--- config.mk ---
export PLATFORM = sky130hd
export DESIGN_NAME = prescaled_reload_timer
export DESIGN_NICKNAME = d
export VERILOG_FILES = /design/src/timer_pkg.sv /design/src/reload_stage.sv /design/src/prescaled_reload_timer.sv
export VERILOG_INCLUDE_DIRS = /design/src
export SDC_FILE = /design/constraint.sdc
export NUM_CORES = 1
export LEC_CHECK = 0
export ABC_AREA = 1
export BUFFER_PORTS_ARGS = -buffer_cell sky130_fd_sc_hd__buf_4
export CORE_ASPECT_RATIO = 0.6
export CORE_UTILIZATION = 40
export DETAILED_ROUTE_END_ITERATION = 7
export PLACE_DENSITY_LB_ADDON = 0.12
export SLEW_MARGIN = 20
export SYNTH_ARGS = -nofsm -noshare
export SYNTH_HDL_FRONTEND = slang
export SYNTH_SLANG_ARGS = --single-unit
export TNS_END_PERCENT = 30
--- constraint.sdc ---
create_clock -name clk_sys -period 2.73 [get_ports clk_sys]
set_input_delay 0.273 -clock clk_sys [delete_from_list [all_inputs] [get_ports clk_sys]]
set_output_delay 0.273 -clock clk_sys [all_outputs]
set_load 0.005 [all_outputs]
--- src/timer_map.svh ---
`ifndef TIMER_MAP_SVH
`define TIMER_MAP_SVH

// ----------------------------------------
// register byte offsets
// ----------------------------------------
`define CTRL_OFFSET 8'h00
`define IOCTL_OFFSET 8'h04
`define MODE_OFFSET 8'h08
`define PRESC_OFFSET 8'h0c
`define MAIN_OFFSET 8'h10

// ----------------------------------------
// timer_control_reg fields
// ----------------------------------------
`define CTRL_RUN_BIT 0
`define CTRL_STOP_BIT 1
`define CTRL_STATUS_BIT 2
`define CTRL_EDGE_BIT 4
`define CTRL_UNDER_BIT 5

// ----------------------------------------
// timer_io_control_reg fields
// ----------------------------------------
`define IO_LEVEL_BIT 0
`define IO_PSTOP_BIT 1
`define IO_INVEN_BIT 2
`define IO_PINSEL_BIT 3
`define IO_PININ_BIT 7

// ----------------------------------------
// timer_mode_reg fields
// ----------------------------------------
`define MODE_LSB 0
`define SRC_LSB 4

// ----------------------------------------
// reset values and divider counts
// ----------------------------------------
`define STAGE_RESET 8'hff
`define F8_LAST 3'h7
`define SUB_LAST 5'h1f

`endif

--- src/timer_pkg.sv ---
package timer_pkg;

  typedef enum logic [2:0] {
    MODE_TIMER = 3'h0,
    MODE_PULSE = 3'h1,
    MODE_EVENT = 3'h2,
    MODE_WIDTH = 3'h3,
    MODE_PERIOD = 3'h4
  } mode_t;

  typedef enum logic [2:0] {
    SRC_F1 = 3'h0,
    SRC_F2 = 3'h1,
    SRC_F8 = 3'h2,
    SRC_OSC = 3'h3,
    SRC_SUB32 = 3'h4
  } source_t;

  typedef struct packed {
    logic dataPhase;
    logic [7:0] busAddr;
    logic busWrite;
    logic runControl;
    logic countStatus;
    logic edgeFlag;
    logic underflowFlag;
    logic startLevel;
    logic pulseStop;
    logic invEnable;
    logic pinSelect;
    mode_t mode;
    source_t source;
    logic pulseLevel;
    logic [2:0] divCount;
    logic oscMeta;
    logic oscSync;
    logic oscPrev;
    logic subMeta;
    logic subSync;
    logic subPrev;
    logic [4:0] subDiv;
    logic pinAMeta;
    logic pinASync;
    logic pinBMeta;
    logic pinBSync;
    logic irq;
    logic outA;
    logic oeNA;
    logic outB;
    logic oeNB;
    logic outSec;
    logic oeNSec;
  } timer_state_t;

endpackage

--- src/reload_stage.sv ---
`timescale 1ns/10ps

module reload_stage #(
  parameter int WIDTH = 8
) (
  input wire logic clk_sys,
  input wire logic reset,
  input wire logic tick,
  input wire logic running,
  input wire logic writeEn,
  input wire logic forceStop,
  input wire logic [WIDTH-1:0] writeData,
  output logic [WIDTH-1:0] count,
  output logic underflow
);

  typedef struct packed {
    logic [WIDTH-1:0] reload;
    logic [WIDTH-1:0] count;
    logic pending;
  } stage_t;

  stage_t st;
  stage_t next_st;

  assign count = st.count;
  assign underflow = tick && (st.count == '0);

  // ----------------------------------------
  // reload and count
  // ----------------------------------------
  always_comb begin
    next_st = st;
    if (tick) begin
      if (st.pending || st.count == '0) begin
        next_st.count = st.reload;
        next_st.pending = 1'b0;
      end else begin
        next_st.count = st.count - WIDTH'(1);
      end
    end
    if (writeEn) begin
      next_st.reload = writeData;
      if (running) begin
        next_st.pending = 1'b1;
      end else begin
        next_st.count = writeData;
        next_st.pending = 1'b0;
      end
    end
    if (forceStop) begin
      next_st.reload = {WIDTH{1'b1}};
      next_st.count = {WIDTH{1'b1}};
      next_st.pending = 1'b0;
    end
  end

  always_ff @(posedge clk_sys) begin
    if (reset) begin
      st <= '0;
      st.reload <= {WIDTH{1'b1}};
      st.count <= {WIDTH{1'b1}};
    end else begin
      st <= next_st;
    end
  end
endmodule

--- src/prescaled_reload_timer.sv ---
`timescale 1ns/10ps
`include "timer_map.svh"

module prescaled_reload_timer
  import timer_pkg::*;
(
  input wire logic clk_sys,
  input wire logic reset,
  input wire logic hsel,
  input wire logic [31:0] haddr,
  input wire logic [1:0] htrans,
  input wire logic hwrite,
  input wire logic [2:0] hsize,
  input wire logic [31:0] hwdata,
  input wire logic hready,
  output logic [31:0] hrdata,
  output logic hreadyout,
  output logic hresp,
  input wire logic onchipOscClock,
  input wire logic subClock,
  input wire logic primaryTimerPinAIn,
  output logic primaryTimerPinAOut,
  output logic primaryTimerPinAOeN,
  input wire logic primaryTimerPinBIn,
  output logic primaryTimerPinBOut,
  output logic primaryTimerPinBOeN,
  output logic secondaryOutputPinOut,
  output logic secondaryOutputPinOeN,
  output logic timerIrq
);

  timer_state_t st;
  timer_state_t next_st;

  logic addrPhase;
  logic busWriteNow;
  logic ctrlWrite;
  logic ioWrite;
  logic modeWrite;
  logic prescWrite;
  logic mainWrite;
  logic forceStop;
  logic pulseMode;
  logic countMode;
  logic oscRise;
  logic subRise;
  logic srcTick;
  logic countTick;
  logic prescUnder;
  logic mainUnder;
  logic driveOn;
  logic [7:0] prescCount;
  logic [7:0] mainCount;
  logic [31:0] readMux;

  // ----------------------------------------
  // bus decode
  // ----------------------------------------
  assign addrPhase = hsel && htrans[1] && hready;
  assign busWriteNow = st.dataPhase && st.busWrite;
  assign ctrlWrite = busWriteNow && (st.busAddr == `CTRL_OFFSET);
  assign ioWrite = busWriteNow && (st.busAddr == `IOCTL_OFFSET);
  assign modeWrite = busWriteNow && (st.busAddr == `MODE_OFFSET);
  assign prescWrite = busWriteNow && (st.busAddr == `PRESC_OFFSET);
  assign mainWrite = busWriteNow && (st.busAddr == `MAIN_OFFSET);
  assign forceStop = ctrlWrite && hwdata[`CTRL_STOP_BIT];

  assign hreadyout = 1'b1;
  assign hresp = 1'b0;
  assign hrdata = readMux;

  // ----------------------------------------
  // count source
  // ----------------------------------------
  assign pulseMode = (st.mode == MODE_PULSE);
  assign countMode = (st.mode == MODE_TIMER) || pulseMode;
  assign oscRise = st.oscSync && !st.oscPrev;
  assign subRise = st.subSync && !st.subPrev;

  always_comb begin
    case (st.source)
      SRC_F1: begin
        srcTick = 1'b1;
      end
      SRC_F2: begin
        srcTick = st.divCount[0];
      end
      SRC_F8: begin
        srcTick = (st.divCount == `F8_LAST);
      end
      SRC_OSC: begin
        srcTick = oscRise;
      end
      SRC_SUB32: begin
        srcTick = subRise && (st.subDiv == `SUB_LAST);
      end
      default: begin
        srcTick = 1'b0;
      end
    endcase
  end

  assign countTick = srcTick && st.runControl && countMode;

  // ----------------------------------------
  // prescaler and main timer
  // ----------------------------------------
  reload_stage #(
    .WIDTH(8)
  ) prescStage (
    .clk_sys(clk_sys),
    .reset(reset),
    .tick(countTick),
    .running(st.runControl),
    .writeEn(prescWrite),
    .forceStop(forceStop),
    .writeData(hwdata[7:0]),
    .count(prescCount),
    .underflow(prescUnder)
  );

  reload_stage #(
    .WIDTH(8)
  ) mainStage (
    .clk_sys(clk_sys),
    .reset(reset),
    .tick(prescUnder),
    .running(st.runControl),
    .writeEn(mainWrite),
    .forceStop(forceStop),
    .writeData(hwdata[7:0]),
    .count(mainCount),
    .underflow(mainUnder)
  );

  // ----------------------------------------
  // register read
  // ----------------------------------------
  always_comb begin
    readMux = '0;
    case (st.busAddr)
      `CTRL_OFFSET: begin
        readMux[`CTRL_RUN_BIT] = st.runControl;
        readMux[`CTRL_STATUS_BIT] = st.countStatus;
        readMux[`CTRL_EDGE_BIT] = st.edgeFlag;
        readMux[`CTRL_UNDER_BIT] = st.underflowFlag;
      end
      `IOCTL_OFFSET: begin
        readMux[`IO_LEVEL_BIT] = st.startLevel;
        readMux[`IO_PSTOP_BIT] = st.pulseStop;
        readMux[`IO_INVEN_BIT] = st.invEnable;
        readMux[`IO_PINSEL_BIT] = st.pinSelect;
        readMux[`IO_PININ_BIT] = st.pinSelect ? st.pinBSync : st.pinASync;
      end
      `MODE_OFFSET: begin
        readMux[`MODE_LSB +: 3] = st.mode;
        readMux[`SRC_LSB +: 3] = st.source;
      end
      `PRESC_OFFSET: begin
        readMux[7:0] = prescCount;
      end
      `MAIN_OFFSET: begin
        readMux[7:0] = mainCount;
      end
      default: begin
        readMux = '0;
      end
    endcase
    if (!st.dataPhase || st.busWrite) begin
      readMux = '0;
    end
  end

  // ----------------------------------------
  // next state
  // ----------------------------------------
  always_comb begin
    next_st = st;
    next_st.dataPhase = addrPhase;
    if (addrPhase) begin
      next_st.busAddr = haddr[7:0];
      next_st.busWrite = hwrite;
    end

    next_st.divCount = st.divCount + 3'h1;
    next_st.oscMeta = onchipOscClock;
    next_st.oscSync = st.oscMeta;
    next_st.oscPrev = st.oscSync;
    next_st.subMeta = subClock;
    next_st.subSync = st.subMeta;
    next_st.subPrev = st.subSync;
    if (subRise) begin
      next_st.subDiv = st.subDiv + 5'h01;
    end
    next_st.pinAMeta = primaryTimerPinAIn;
    next_st.pinASync = st.pinAMeta;
    next_st.pinBMeta = primaryTimerPinBIn;
    next_st.pinBSync = st.pinBMeta;

    next_st.countStatus = st.runControl;
    if (ctrlWrite) begin
      next_st.runControl = hwdata[`CTRL_RUN_BIT];
      next_st.edgeFlag = st.edgeFlag & hwdata[`CTRL_EDGE_BIT];
      next_st.underflowFlag = st.underflowFlag & hwdata[`CTRL_UNDER_BIT];
    end
    if (mainUnder) begin
      next_st.underflowFlag = 1'b1;
    end
    if (forceStop) begin
      next_st.runControl = 1'b0;
      next_st.countStatus = 1'b0;
    end

    if (ioWrite) begin
      next_st.startLevel = hwdata[`IO_LEVEL_BIT];
      next_st.pulseStop = hwdata[`IO_PSTOP_BIT];
      next_st.invEnable = hwdata[`IO_INVEN_BIT];
      next_st.pinSelect = hwdata[`IO_PINSEL_BIT];
    end

    if (modeWrite) begin
      next_st.mode = mode_t'(hwdata[`MODE_LSB +: 3]);
      next_st.source = source_t'(hwdata[`SRC_LSB +: 3]);
      next_st.pulseLevel = st.startLevel;
    end else if (mainUnder && pulseMode) begin
      next_st.pulseLevel = !st.pulseLevel;
    end

    next_st.irq = mainUnder;

    driveOn = (next_st.mode == MODE_PULSE) && !next_st.pulseStop;
    next_st.outA = next_st.pulseLevel;
    next_st.outB = next_st.pulseLevel;
    next_st.oeNA = !(driveOn && !next_st.pinSelect);
    next_st.oeNB = !(driveOn && next_st.pinSelect);
    next_st.outSec = !next_st.pulseLevel;
    next_st.oeNSec = !((next_st.mode == MODE_PULSE) && next_st.invEnable);
  end

  always_ff @(posedge clk_sys) begin
    if (reset) begin
      st <= '0;
      st.oeNA <= 1'b1;
      st.oeNB <= 1'b1;
      st.oeNSec <= 1'b1;
      st.outSec <= 1'b1;
    end else begin
      st <= next_st;
    end
  end

  // ----------------------------------------
  // outputs
  // ----------------------------------------
  assign primaryTimerPinAOut = st.outA;
  assign primaryTimerPinAOeN = st.oeNA;
  assign primaryTimerPinBOut = st.outB;
  assign primaryTimerPinBOeN = st.oeNB;
  assign secondaryOutputPinOut = st.outSec;
  assign secondaryOutputPinOeN = st.oeNSec;
  assign timerIrq = st.irq;
endmodule

==> results of run 1 <==
[path summary, 6_finish.rpt]
check / endpoint / from / depth (start not counted)
worst max register to register: primaryTimerPinBOut / st[12] / 13
worst min-delay path: next_st[7] / primaryTimerPinBIn / 3
worst min register to register: next_st[16] / next_st[17] / 2
worst max-delay path: hrdata[2] / st[41] / 8
[worst max-delay path: stages (launching register included)]
cell and delay (ns):
dfxtp_1 0.34, nor3_4 0.31, nand3_2 0.23, inv_1 0.19
nand2_1 0.07, o21ai_0 0.11, nor2_1 0.12, a21oi_1 0.20
buf_4 0.15
[metal layers]
layer | part of all wire [%] | global-route usage [%] | up-vias
met1 | 51 | 32.17 | 1785
li1 | - | - | 1929
met3 | 8.6 | 6.728 | 17
met4 | 1.9 | 8.427 | 0
met2 | 39 | 30.21 | 149
met5 | 0 | 0 | -
[flip-flops by register name, summed over array words and instances, names as in the netlist]
register	count
prescStage.count	8
primaryTimerPinAOeN	1
primaryTimerPinBOut	1
primaryTimerPinBOeN	1
mainStage.st	9
mainStage.count	8
secondaryOutputPinOut	1
next_st	6
prescStage.st	9
timerIrq	1
st	36
secondaryOutputPinOeN	1
[layout by cell type (no fill, tap or decap), types with 3 or more instances in the layout]
cell / count
inv_2: 12
nor3_1: 5
buf_4: 44
o211ai_1: 17
inv_1: 82
a21oi_1: 43
conb_1: 26
ha_1: 7
nand3_1: 23
nand3_2: 4
clkbuf_16: 9
nand4_1: 4
o211ai_2: 3
nor2_1: 57
nand2_1: 101
o21ai_0: 45
dfxtp_1: 82
o21ai_1: 18
o22ai_1: 7
nand3_4: 3
nor2_2: 6
xor2_1: 5
nor2_4: 7
nand2_2: 3
[kinds of logic (layout without fill, tap and decap cells)]
logic type	Yosys count	count (layout)	share of synthesized area (%)
AOI/OAI and AO/OA	140	140	18.62
DFF	82	82	38.53
and+or+nand+nor	217	217	24.14
other	2	26	0.1763
adders and majority gates	7	7	2.056
buffers and inverters	137	155	15.24
xor gates and xnor gates	6	6	1.233
[through the flow]
step | setup WS, ns | cell area (sq um) | total power (W) | hold WS, ns
after floorplan | 0.9649 | 4350 | 0.001389 | 0.3515
after global placement | 0.5676 | 4558 | 0.001428 | 0.3926
after detailed placement | 0.5466 | 4558 | 0.001432 | 0.3929
after CTS | 0.3872 | 4865 | 0.002670 | 0.1247
after global routing | 0.2599 | 4865 | 0.002743 | 0.1397
final | 0.3996 | 4865 | 0.002650 | 0.1275
[power by group]
group          internal, W  switching [W]  total (W)
clock             0.000757       0.000486    0.00124
sequential         0.00122      0.0000120    0.00123
combinational    0.0000602       0.000118   0.000178
[layout make-up]
cell class	instances	area, sq um	share of cell area (%)
multi-input cells	396	2059	42.34
flip-flops and latches	82	1642	33.74
inverters	95	357.8	7.356
repair buffers	44	330.3	6.790
clock buffers	12	256.5	5.273
well taps	135	168.9	3.472
clock inverters	4	50.05	1.029
==> qor.yml, run 1 <==
critical_path:
  critPathRequiredTime_ns: 2.46
  start_kind: "flip-flop"
  worstSetupPathType: "reg -> out"
  cp_max_fo: 4
  endpoint_kind: "output pin"
  cp.arrival_ns: 2.06
  r2r_slack_ns: 0.50
place:
  gp_congestion: 0.8587
  dp_hpwl_um: 8655
  dp_cells: 752
  port_buffers: 40
timing:
  worstMarginPinSlew_ns: 0.7309
  slew_headroom_pct: 51.09
  setup_viol: 0
  finalSetupTns_ns: 0
  skew_ns: 0.007142
  fin_crit_sh_pct: 85.36
  max_freq_mhz: 429.1
  rsz0062_at_grt: "no"
  fin_crit_ns: 2.330
  finalMaxSlewViolations: 0
  final_hold_viol_count: 0
worst_hold_path:
  hp-class: "in -> reg"
drt:
  drcViolationCount: 0
  vias: 3880
  post_drt_wl_per_cell_um: 15.03
  drt_iter0_markers: 352
  firstDrtPassIters: 5
  ant_nets: 0
  viasPerCell: 5.052
  drt-total-wl_um: 11550
layout:
  fin_cells: 768
  fin_util_pct: 48.21
  fillers: 1032
  n_antenna_cell: 0
  area_growth_pct: 14.19
  layout-drive-gt1-share_pct: 16.27
  nets: 713
run_status:
  status: "complete, no violations"
grt:
  antenna_found_initial: 0
  grt-ovfl-total: 0
  grt_usage_pct: 22.22
  grt_pass1_wl_um: 18070
  grt_max_degree: 25
  grt_pass1_vias: 3435
clock_network:
  cts-root-buf: "clkbuf_16"
  cts.repair.resized: 0
  clkLatencyLatePin_ns: 0.35
  clk_path_buf_depth: 2
  cts_made_buffers: 9
  cts_tree: "yes"
  cts_setup_buffers: 0
  htree_levels: 3
  path_clk_slew_ns: 0.06
  clock-sinks: 82
  cts_hold_buf: 0
power_and_ir_drop:
  power_density_nw_per_um2: 544.7
  irDropWorstVdd_mv: 0.3541
  p_leak_nw: 2.279
synth:
  synth-main-ff-cell: "dfxtp_1"
  synthTopCellsByCount: "nand2_1 (101), dfxtp_1 (82), inv_1 (82), nor2_1 (57), o21ai_0 (45)"
  synth_area_sq_um: 4260
  synthTopCellsByArea: "dfxtp_1 (39%), nand2_1 (8.9%), inv_1 (7.2%), buf_4 (5.3%), o21ai_0 (5.3%)"
  synth-edff-count: 0
  syn_avg_cell_area_sq_um: 7.209
  syn_inst: 591
  ys_types: 36
  ys_seq_elements: 82
  yosysWarnings: 0
  synth_top_cell_area_share_pct: 38.53
  seq_area_frac_synth_pct: 38.53
  yosysTopAreaCell: "dfxtp_1"
  synth-async-reset-ratio_pct: 0
  yosysMostFrequentCell: "nand2_1"
die:
  die_h_um: 81.94
  initial_utilization_pct: 42.22
  io_pins: 119
  die_w_um: 135.2
  rows: 28
  core_sq_um: 10090
  dieArea_sq_um: 11080
flow_run:
  cap_violations: 0
No activity file was read; power rests on OpenSTA's default activity.
==> run 2: changes to the inputs <==
--- a/config.mk
+++ b/config.mk
@@ -7,7 +7,7 @@
 export NUM_CORES = 1
 export LEC_CHECK = 0
 export ABC_AREA = 1
-export BUFFER_PORTS_ARGS = -buffer_cell sky130_fd_sc_hd__buf_4
+export BUFFER_PORTS_ARGS = -buffer_cell sky130_fd_sc_hd__buf_2
 export CORE_ASPECT_RATIO = 0.6
 export CORE_UTILIZATION = 40
 export DETAILED_ROUTE_END_ITERATION = 7
==> run 2 against run 1 <==
  * Setup slack improved by 0.061 ns
  * Utilization is 0.53 points lower
  * Register-to-register slack better by 0.19 ns
  * Worst hold slack improved by 0.0072 ns
  * Wire length is 2.9% lower
  * Die area is the same
  * Global-route usage decreased by 0.55 points
  * Clock power grew 12%
  * Sequential power about the same
  * Power grew 5.3%
  * Maximum frequency is 2.7% higher
  * Clock skew about the same
  * Critical endpoint unchanged
==> qor.yml, run 2 (synthesis results as in run 1) <==
clock_network:
  path_clk_slew_ns: 0.06  # about the same
  clock-sinks: 82  # unchanged
  clkLatencyLatePin_ns: 0.34  # about the same
  cts.repair.resized: 0  # unchanged
  cts_setup_buffers: 0  # unchanged
  clk_path_buf_depth: 2  # unchanged
  cts-root-buf: "clkbuf_16"
  cts_tree: "yes"
  cts_made_buffers: 9  # unchanged
  htree_levels: 3  # unchanged
  cts_hold_buf: 0  # unchanged
die:
  rows: 28  # unchanged
  die_h_um: 81.94  # unchanged
  io_pins: 119  # unchanged
  dieArea_sq_um: 11080  # unchanged
  initial_utilization_pct: 42.22  # unchanged
  core_sq_um: 10090  # unchanged
  die_w_um: 135.2  # unchanged
timing:
  final_hold_viol_count: 0  # unchanged
  rsz0062_at_grt: "no"
  finalSetupTns_ns: 0  # unchanged
  finalMaxSlewViolations: 0  # unchanged
  worstMarginPinSlew_ns: 0.5732  # -0.1577 ns
  setup_viol: 0  # unchanged
  slew_headroom_pct: 61.68  # +11 points
  fin_crit_ns: 2.269  # -0.06131 ns
  fin_crit_sh_pct: 83.12  # -2.2 points
  max_freq_mhz: 440.7  # +2.7%
  setup_slack_ns: 0.4609  # +0.06131 ns
  skew_ns: 0.007505  # +0.0003635 ns
run_status:
  status: "complete, no violations"
place:
  dp_hpwl_um: 8401  # -2.9%
  port_buffers: 40  # unchanged
  gp_congestion: 0.9122  # +6.2%
  pre_cts_slack_ns: 0.6963  # +0.1497 ns
power_and_ir_drop:
  irDropWorstVdd_mv: 0.3409  # -3.7%
  combPwrFrac_pct: 6.0  # -0.7 points
  p_int_w: 0.002186  # +7.5%
  power_density_nw_per_um2: 580.1  # +6.5%
  netSwitchingFraction_pct: 21.65  # -1.6 points
  p_sw_w: 0.0006043  # -1.9%
  pwr-share-seq_pct: 44.0  # -2.4 points
  p_leak_nw: 2.278  # about the same
  clkPwrFrac_pct: 50.0  # +3.1 points
layout:
  final_common_cell: "nand2_1"
  area_growth_pct: 12.92
  n_antenna_cell: 0  # unchanged
  reg_top3: "st (36), mainStage.st (9), prescStage.st (9)"
  fillers: 1026  # -0.58%
  final_cell_mix: "nand2_1 (101), inv_1 (82), dfxtp_1 (82)"
  fin_util_pct: 47.68  # -0.53 points
  largest_reg_flops: 36  # unchanged
  regMostFlops: "st"
  layout-drive-gt1-share_pct: 16.25  # -0.026 points
  nets: 714  # +0.14%
critical_path:
  start_kind: "flip-flop"
  endpoint_kind: "output pin"
  crit_chain: "nor3_4 -> nand3_2 -> inv_1 -> nand2_1 -> o21ai_0 -> nor2_1 -> a21oi_1 -> buf_2"
  critPathRequiredTime_ns: 2.46  # about the same
  cpLargestDelayFamily: "simple AND/OR/NAND/NOR gates"
  critical-path-slowest-cell: "dfxtp_1"
  cp.arrival_ns: 2.00  # -0.06 ns
  cp_max_fo: 4  # unchanged
  rr_endpoint: "secondaryOutputPinOut"
  critical-path-max-stage-delay_ns: 0.34  # about the same
  worstRegToRegCells: 13  # unchanged
  worstSetupPathType: "reg -> out"
  critPathBufInv: 2  # unchanged
  r2r-start: "st[11]"
  r2r_slack_ns: 0.69  # +0.19 ns
drt:
  viasPerCell: 4.992  # -1.2%
  ant_nets: 0  # unchanged
  drcViolationCount: 0  # unchanged
  vias: 3839  # -1.1%
  drt-total-wl_um: 11210  # -2.9%
  firstDrtPassIters: 5  # unchanged
  drt_iter0_markers: 334  # -5.1%
  post_drt_wl_per_cell_um: 14.57  # -3.0%
worst_hold_path:
  hold_end: "next_st[17]"
  worst_hold_path.num_cells: 3  # unchanged
  min_from: "subClock"
  hp-class: "in -> reg"
grt:
  grt_pass1_wl_um: 17750  # -1.8%
  grt_usage_pct: 21.67  # -0.55 points
  grt-ovfl-total: 0  # unchanged
  grt_pass1_vias: 3449  # +0.41%
  antenna_found_initial: 0  # unchanged
  grt_max_degree: 25  # unchanged
flow_run:
  cap_violations: 0  # unchanged
## run 2: cell types whose count changed in the layout (fill, tap and decap cells not counted), sizes merged
cell | previous run | this run
buf | 44 | 45
bufinv | 1 | 3
clkinvlp | 2 | 0
## run 2: worst max path at each step
stage / from / endpoint / slack [ns] / cells past startpoint
after floorplan: st[11] / mainStage.count[0] / 0.96 / 14
after global placement: st[11] / secondaryOutputPinOut / 0.74 / 13
after detailed placement: st[11] / secondaryOutputPinOut / 0.70 / 13
after CTS: st[41] / hrdata[2] / 0.51 / 8
after global routing: st[41] / hrdata[2] / 0.32 / 8
final: st[41] / hrdata[2] / 0.46 / 8
## run 2: worst min-delay path, cell delays in order
cell	delay, ns
buf_2	0.07
inv_1	0.03
nor2_1	0.06
## run 2: power by group through the flow
stage	Clock [W]	Sequential, W	Combinational [W]
after detailed placement	0	0.00126	0.000164
final	0.00139	0.00123	0.000168
after CTS	0.00142	0.00123	0.000165
after floorplan	0	0.00125	0.000136
after global routing	0.00147	0.00123	0.000191
after global placement	0	0.00125	0.000163
## run 2: layout make-up
type                       instances  area (sq um)  share of cell area (%)
clock buffer                      12         246.5                   5.124
clock inverter                     4         98.84                   2.055
inverter                          95         357.8                   7.438
multi-input combinational        396          2059                   42.81
sequential                        82          1642                   34.12
tap                              135         168.9                   3.511
timing repair buffer              45         237.7                   4.941
## run 2: per-stage QoR
step / hold WS [ns] / area [sq um] / cells / total power (W)
global route: 0.1360 / 4811 / 769 / 0.002894
finish: 0.1347 / 4811 / 769 / 0.002791
CTS: 0.1273 / 4811 / 769 / 0.002816
detailed placement: 0.3934 / 4466 / 753 / 0.001419
global placement: 0.3929 / 4466 / 753 / 0.001418
floorplan: 0.3515 / 4350 / 615 / 0.001389
## run 2: per-layer routing
metal | vias to the layer above | routed length [um] | share of wire, % | GRT usage [%]
met3 | 17 | 825 | 7.4 | 6.420
met2 | 129 | 4162 | 37 | 29.49
met1 | 1754 | 6002 | 54 | 31.45
li1 | 1939 | - | - | -
met5 | - | 0 | 0 | 0
met4 | 0 | 216 | 1.9 | 8.202
==> run 3: changes to the inputs <==
--- a/config.mk
+++ b/config.mk
@@ -6,7 +6,7 @@
 export SDC_FILE = /design/constraint.sdc
 export NUM_CORES = 1
 export LEC_CHECK = 0
-export ABC_AREA = 1
+export ABC_AREA = 0
 export BUFFER_PORTS_ARGS = -buffer_cell sky130_fd_sc_hd__buf_2
 export CORE_ASPECT_RATIO = 0.6
 export CORE_UTILIZATION = 40
==> constraint.sdc (replaced) <==
create_clock -name clk_sys -period 2.2 [get_ports clk_sys]
set_input_delay 0.22 -clock clk_sys [delete_from_list [all_inputs] [get_ports clk_sys]]
set_output_delay 0.22 -clock clk_sys [all_outputs]
set_load 0.005 [all_outputs]
==> run 3 against run 2 <==
  * Sequential power up 24%
  * Register-to-register slack got worse by 0.76 ns
  * Critical path depth is 1 lower
  * Wire length up 9.0%
  * Clock skew decreased by 0.0037 ns
  * Design area up 8.6%
  * Largest cell class unchanged
  * Count of clock-buffer cells in the layout is 2 lower
  * Power increased by 25%
  * Die area up 0.98%
  * Worst hold slack got worse by 0.046 ns
  * The flow now finishes with violations (negative setup slack)
  * Clock power is 26% higher
  * Largest power group unchanged
==> qor.yml, run 3 <==
synth:
  synth_top_cell_area_share_pct: 38.15  # -0.38 points
  synthTopCellsByCount: "dfxtp_1 (82), nand2_1 (60), nor2_1 (44), a21oi_1 (30), buf_4 (28)"
  ys_seq_elements: 82  # unchanged
  ys_types: 69  # +92%
  yosysMostFrequentCell: "dfxtp_1"
  syn_avg_cell_area_sq_um: 8.623  # +20%
  synth-async-reset-ratio_pct: 0  # unchanged
  yosysTopAreaCell: "dfxtp_1"
  synth_area_sq_um: 4303  # +1.0%
  yosysWarnings: 0  # unchanged
  synth-main-ff-cell: "dfxtp_1"
  seq_area_frac_synth_pct: 38.15  # -0.38 points
  synth-edff-count: 0  # unchanged
  synthTopCellsByArea: "dfxtp_1 (38%), mux2i_1 (5.6%), nand2_1 (5.2%), buf_4 (4.9%), nor2_1 (3.8%)"
  syn_inst: 499  # -16%
drt:
  ant_nets: 0  # unchanged
  firstDrtPassIters: 7  # +2
  vias: 3795  # -1.1%
  drt_iter0_markers: 342  # +2.4%
  drcViolationCount: 0  # unchanged
  viasPerCell: 5.368  # +7.5%
  post_drt_wl_per_cell_um: 17.29  # +19%
  drt-total-wl_um: 12220  # +9.0%
power_and_ir_drop:
  p_leak_nw: 2.199  # -3.4%
  pwr-share-seq_pct: 43.5  # -0.5 points
  power_density_nw_per_um2: 669.4  # +15%
  irDropWorstVdd_mv: 0.3740  # +9.7%
  p_sw_w: 0.0007852  # +30%
  clkPwrFrac_pct: 50.1  # about the same
  netSwitchingFraction_pct: 22.46  # +0.80 points
  combPwrFrac_pct: 6.4  # +0.4 points
  p_int_w: 0.002712  # +24%
  finalPower_w: 0.003497  # +25%
die:
  io_pins: 119  # unchanged
  die_h_um: 82.34  # +0.49%
  initial_utilization_pct: 42.35  # +0.13 points
  die_w_um: 135.9  # +0.49%
  rows: 28  # unchanged
  dieArea_sq_um: 11190  # +0.98%
  core_sq_um: 10160  # +0.69%
layout:
  nets: 652  # -8.7%
  final_cell_mix: "dfxtp_1 (80), nand2_1 (60), nor2_1 (44)"
  fin_area_sq_um: 5224  # +8.6%
  area_growth_pct: 21.40
  fin_util_pct: 51.42  # +3.7 points
  layout-drive-gt1-share_pct: 25.35  # +9.1 points
  final_common_cell: "dfxtp_1"
  fillers: 964  # -6.0%
  reg_top3: "st (36), mainStage.st (9), prescStage.st (9)"
  largest_reg_flops: 36  # unchanged
  n_antenna_cell: 0  # unchanged
  regMostFlops: "st"
  fin_cells: 707  # -8.1%
place:
  port_buffers: 40  # unchanged
  dp_hpwl_um: 8922  # +6.2%
  dpl_cell_area_sq_um: 4776  # +6.9%
  dp_cells: 687  # -8.8%
  gp_congestion: 0.9922  # +8.8%
clock_network:
  path_clk_slew_ns: 0.06  # about the same
  htree_levels: 3  # unchanged
  cts_made_buffers: 9  # unchanged
  cts-root-buf: "clkbuf_16"
  cts_tree: "yes"
  clock-sinks: 82  # unchanged
  clkLatencyLatePin_ns: 0.34  # about the same
  clk_path_buf_depth: 2  # unchanged
critical_path:
  endpoint_kind: "output pin"
  worstRegToRegCells: 5  # -8
  critPathRequiredTime_ns: 1.98  # -0.48 ns
  start_kind: "flip-flop"
  cp_max_fo: 6  # +2
  cp.arrival_ns: 2.19  # +0.19 ns
  worstSetupPathType: "reg -> out"
timing:
  slew_headroom_pct: 64.95  # +3.3 points
  skew_ns: 0.003819  # -0.003686 ns
  worstMarginPinSlew_ns: 0.5187  # -0.05456 ns
  rsz0062_at_grt: "yes"
  finalSetupTns_ns: -1.528  # -1.528 ns
  setup_slack_ns: -0.2062  # -0.6671 ns
  max_freq_mhz: 415.6
  fin_crit_ns: 2.406
  setup_viol: 9  # +9
  fin_crit_sh_pct: 109.4
  finalMaxSlewViolations: 0  # unchanged
  final_hold_viol_count: 0  # unchanged
flow_run:
  cap_violations: 0  # unchanged
worst_hold_path:
  hp-class: "in -> reg"
  worst_hold_path.num_cells: 2  # -1
grt:
  grt_max_degree: 46  # +84%
  grt-ovfl-total: 0  # unchanged
  grt_pass1_wl_um: 19260  # +8.5%
  antenna_found_initial: 0  # unchanged
  grt_pass1_vias: 3478  # +0.84%
  grt_usage_pct: 23.58  # +1.9 points
run_status:
  violations: "negative setup slack"
  status: "complete, but fails checks"
## run 3: cell types whose count changed in the layout (fill, tap and decap cells not counted), sizes merged, moves of 24 or more
cell   previous run  this run
buf              45        87
inv              94        15
mux2i             0        24
nand2           104        61
nor2             70        44
o21ai            65        17
## run 3: power by group through the flow
| stage | sequential, W | combinational, W | clock, W |
|---|---|---|---|
| after global placement | 0.00155 | 0.000197 | 0 |
| after floorplan | 0.00155 | 0.000150 | 0 |
| final | 0.00152 | 0.000223 | 0.00175 |
| after global routing | 0.00152 | 0.000247 | 0.00185 |
| after detailed placement | 0.00155 | 0.000199 | 0 |
| after CTS | 0.00152 | 0.000217 | 0.00178 |
## run 3: layout make-up
cell class                 instances  area, sq um  area share, %
clock buffer                      10        229.0          4.383
clock inverter                     6        113.9          2.180
inverter                          14        52.55          1.006
multi-input combinational        373         2426          46.44
sequential                        82         1644          31.47
tap                              135        168.9          3.234
timing repair buffer              87        589.3          11.28
## run 3: metrics by stage
step,hold slack [ns],setup slack (ns)
finish,0.08834,-0.2062
global route,0.09501,-0.2968
CTS,0.09170,-0.2523
detailed placement,0.4272,-0.008414
global placement,0.4246,0.001353
floorplan,0.3378,0.09295
## run 3: path summary, 6_finish.rpt
| check | slack [ns] | start | to |
|---|---|---|---|
| worst max-delay path | -0.21 | st[48] | hrdata[7] |
| worst min-delay path | 0.09 | primaryTimerPinAIn | next_st[9] |
| worst max register to register | -0.07 | st[48] | secondaryOutputPinOeN |
| worst min register to register | 0.44 | next_st[17] | next_st[16] |
## run 3: logic make-up (layout without fill, tap and decap cells)
group,after synthesis,after routing,share of synthesized area (%)
buf+inv,68,117,9.130
simple gates,202,202,25.79
compound gates,100,100,15.62
mux,34,34,8.287
other cells,2,26,0.1745
xor+xnor,4,4,0.8143
flops,82,82,38.15
fa+ha+maj,7,7,2.035
## run 3: what timing repair did
| item | in CTS | in global routing |
|---|---|---|
| endpoints found under the setup margin | 12 | 24 |
| setup buffers | 4 | 0 |
| resized for setup | 10 | 8 |
| hold buffers | 0 | 0 |
| endpoints found under the hold margin | 0 | 0 |
| pin swaps | 11 | 7 |
## run 3: critical path: stages, from the launching register on
cell,delay (ns)
dfxtp_2,0.32
or4_4,0.59
nor3_4,0.16
nor3b_4,0.23
buf_6,0.14
a22oi_1,0.08
nor2_1,0.17
buf_2,0.15
## run 3: per-layer routing
metal  vias to the layer above  part of all wire (%)  track usage (%)
met5                         -                     0                0
met4                         0                  0.73            6.111
met3                         8                   6.3            5.372
met2                       141                    41            33.62
met1                      1793                    52            35.12
li1                       1853                     -                -
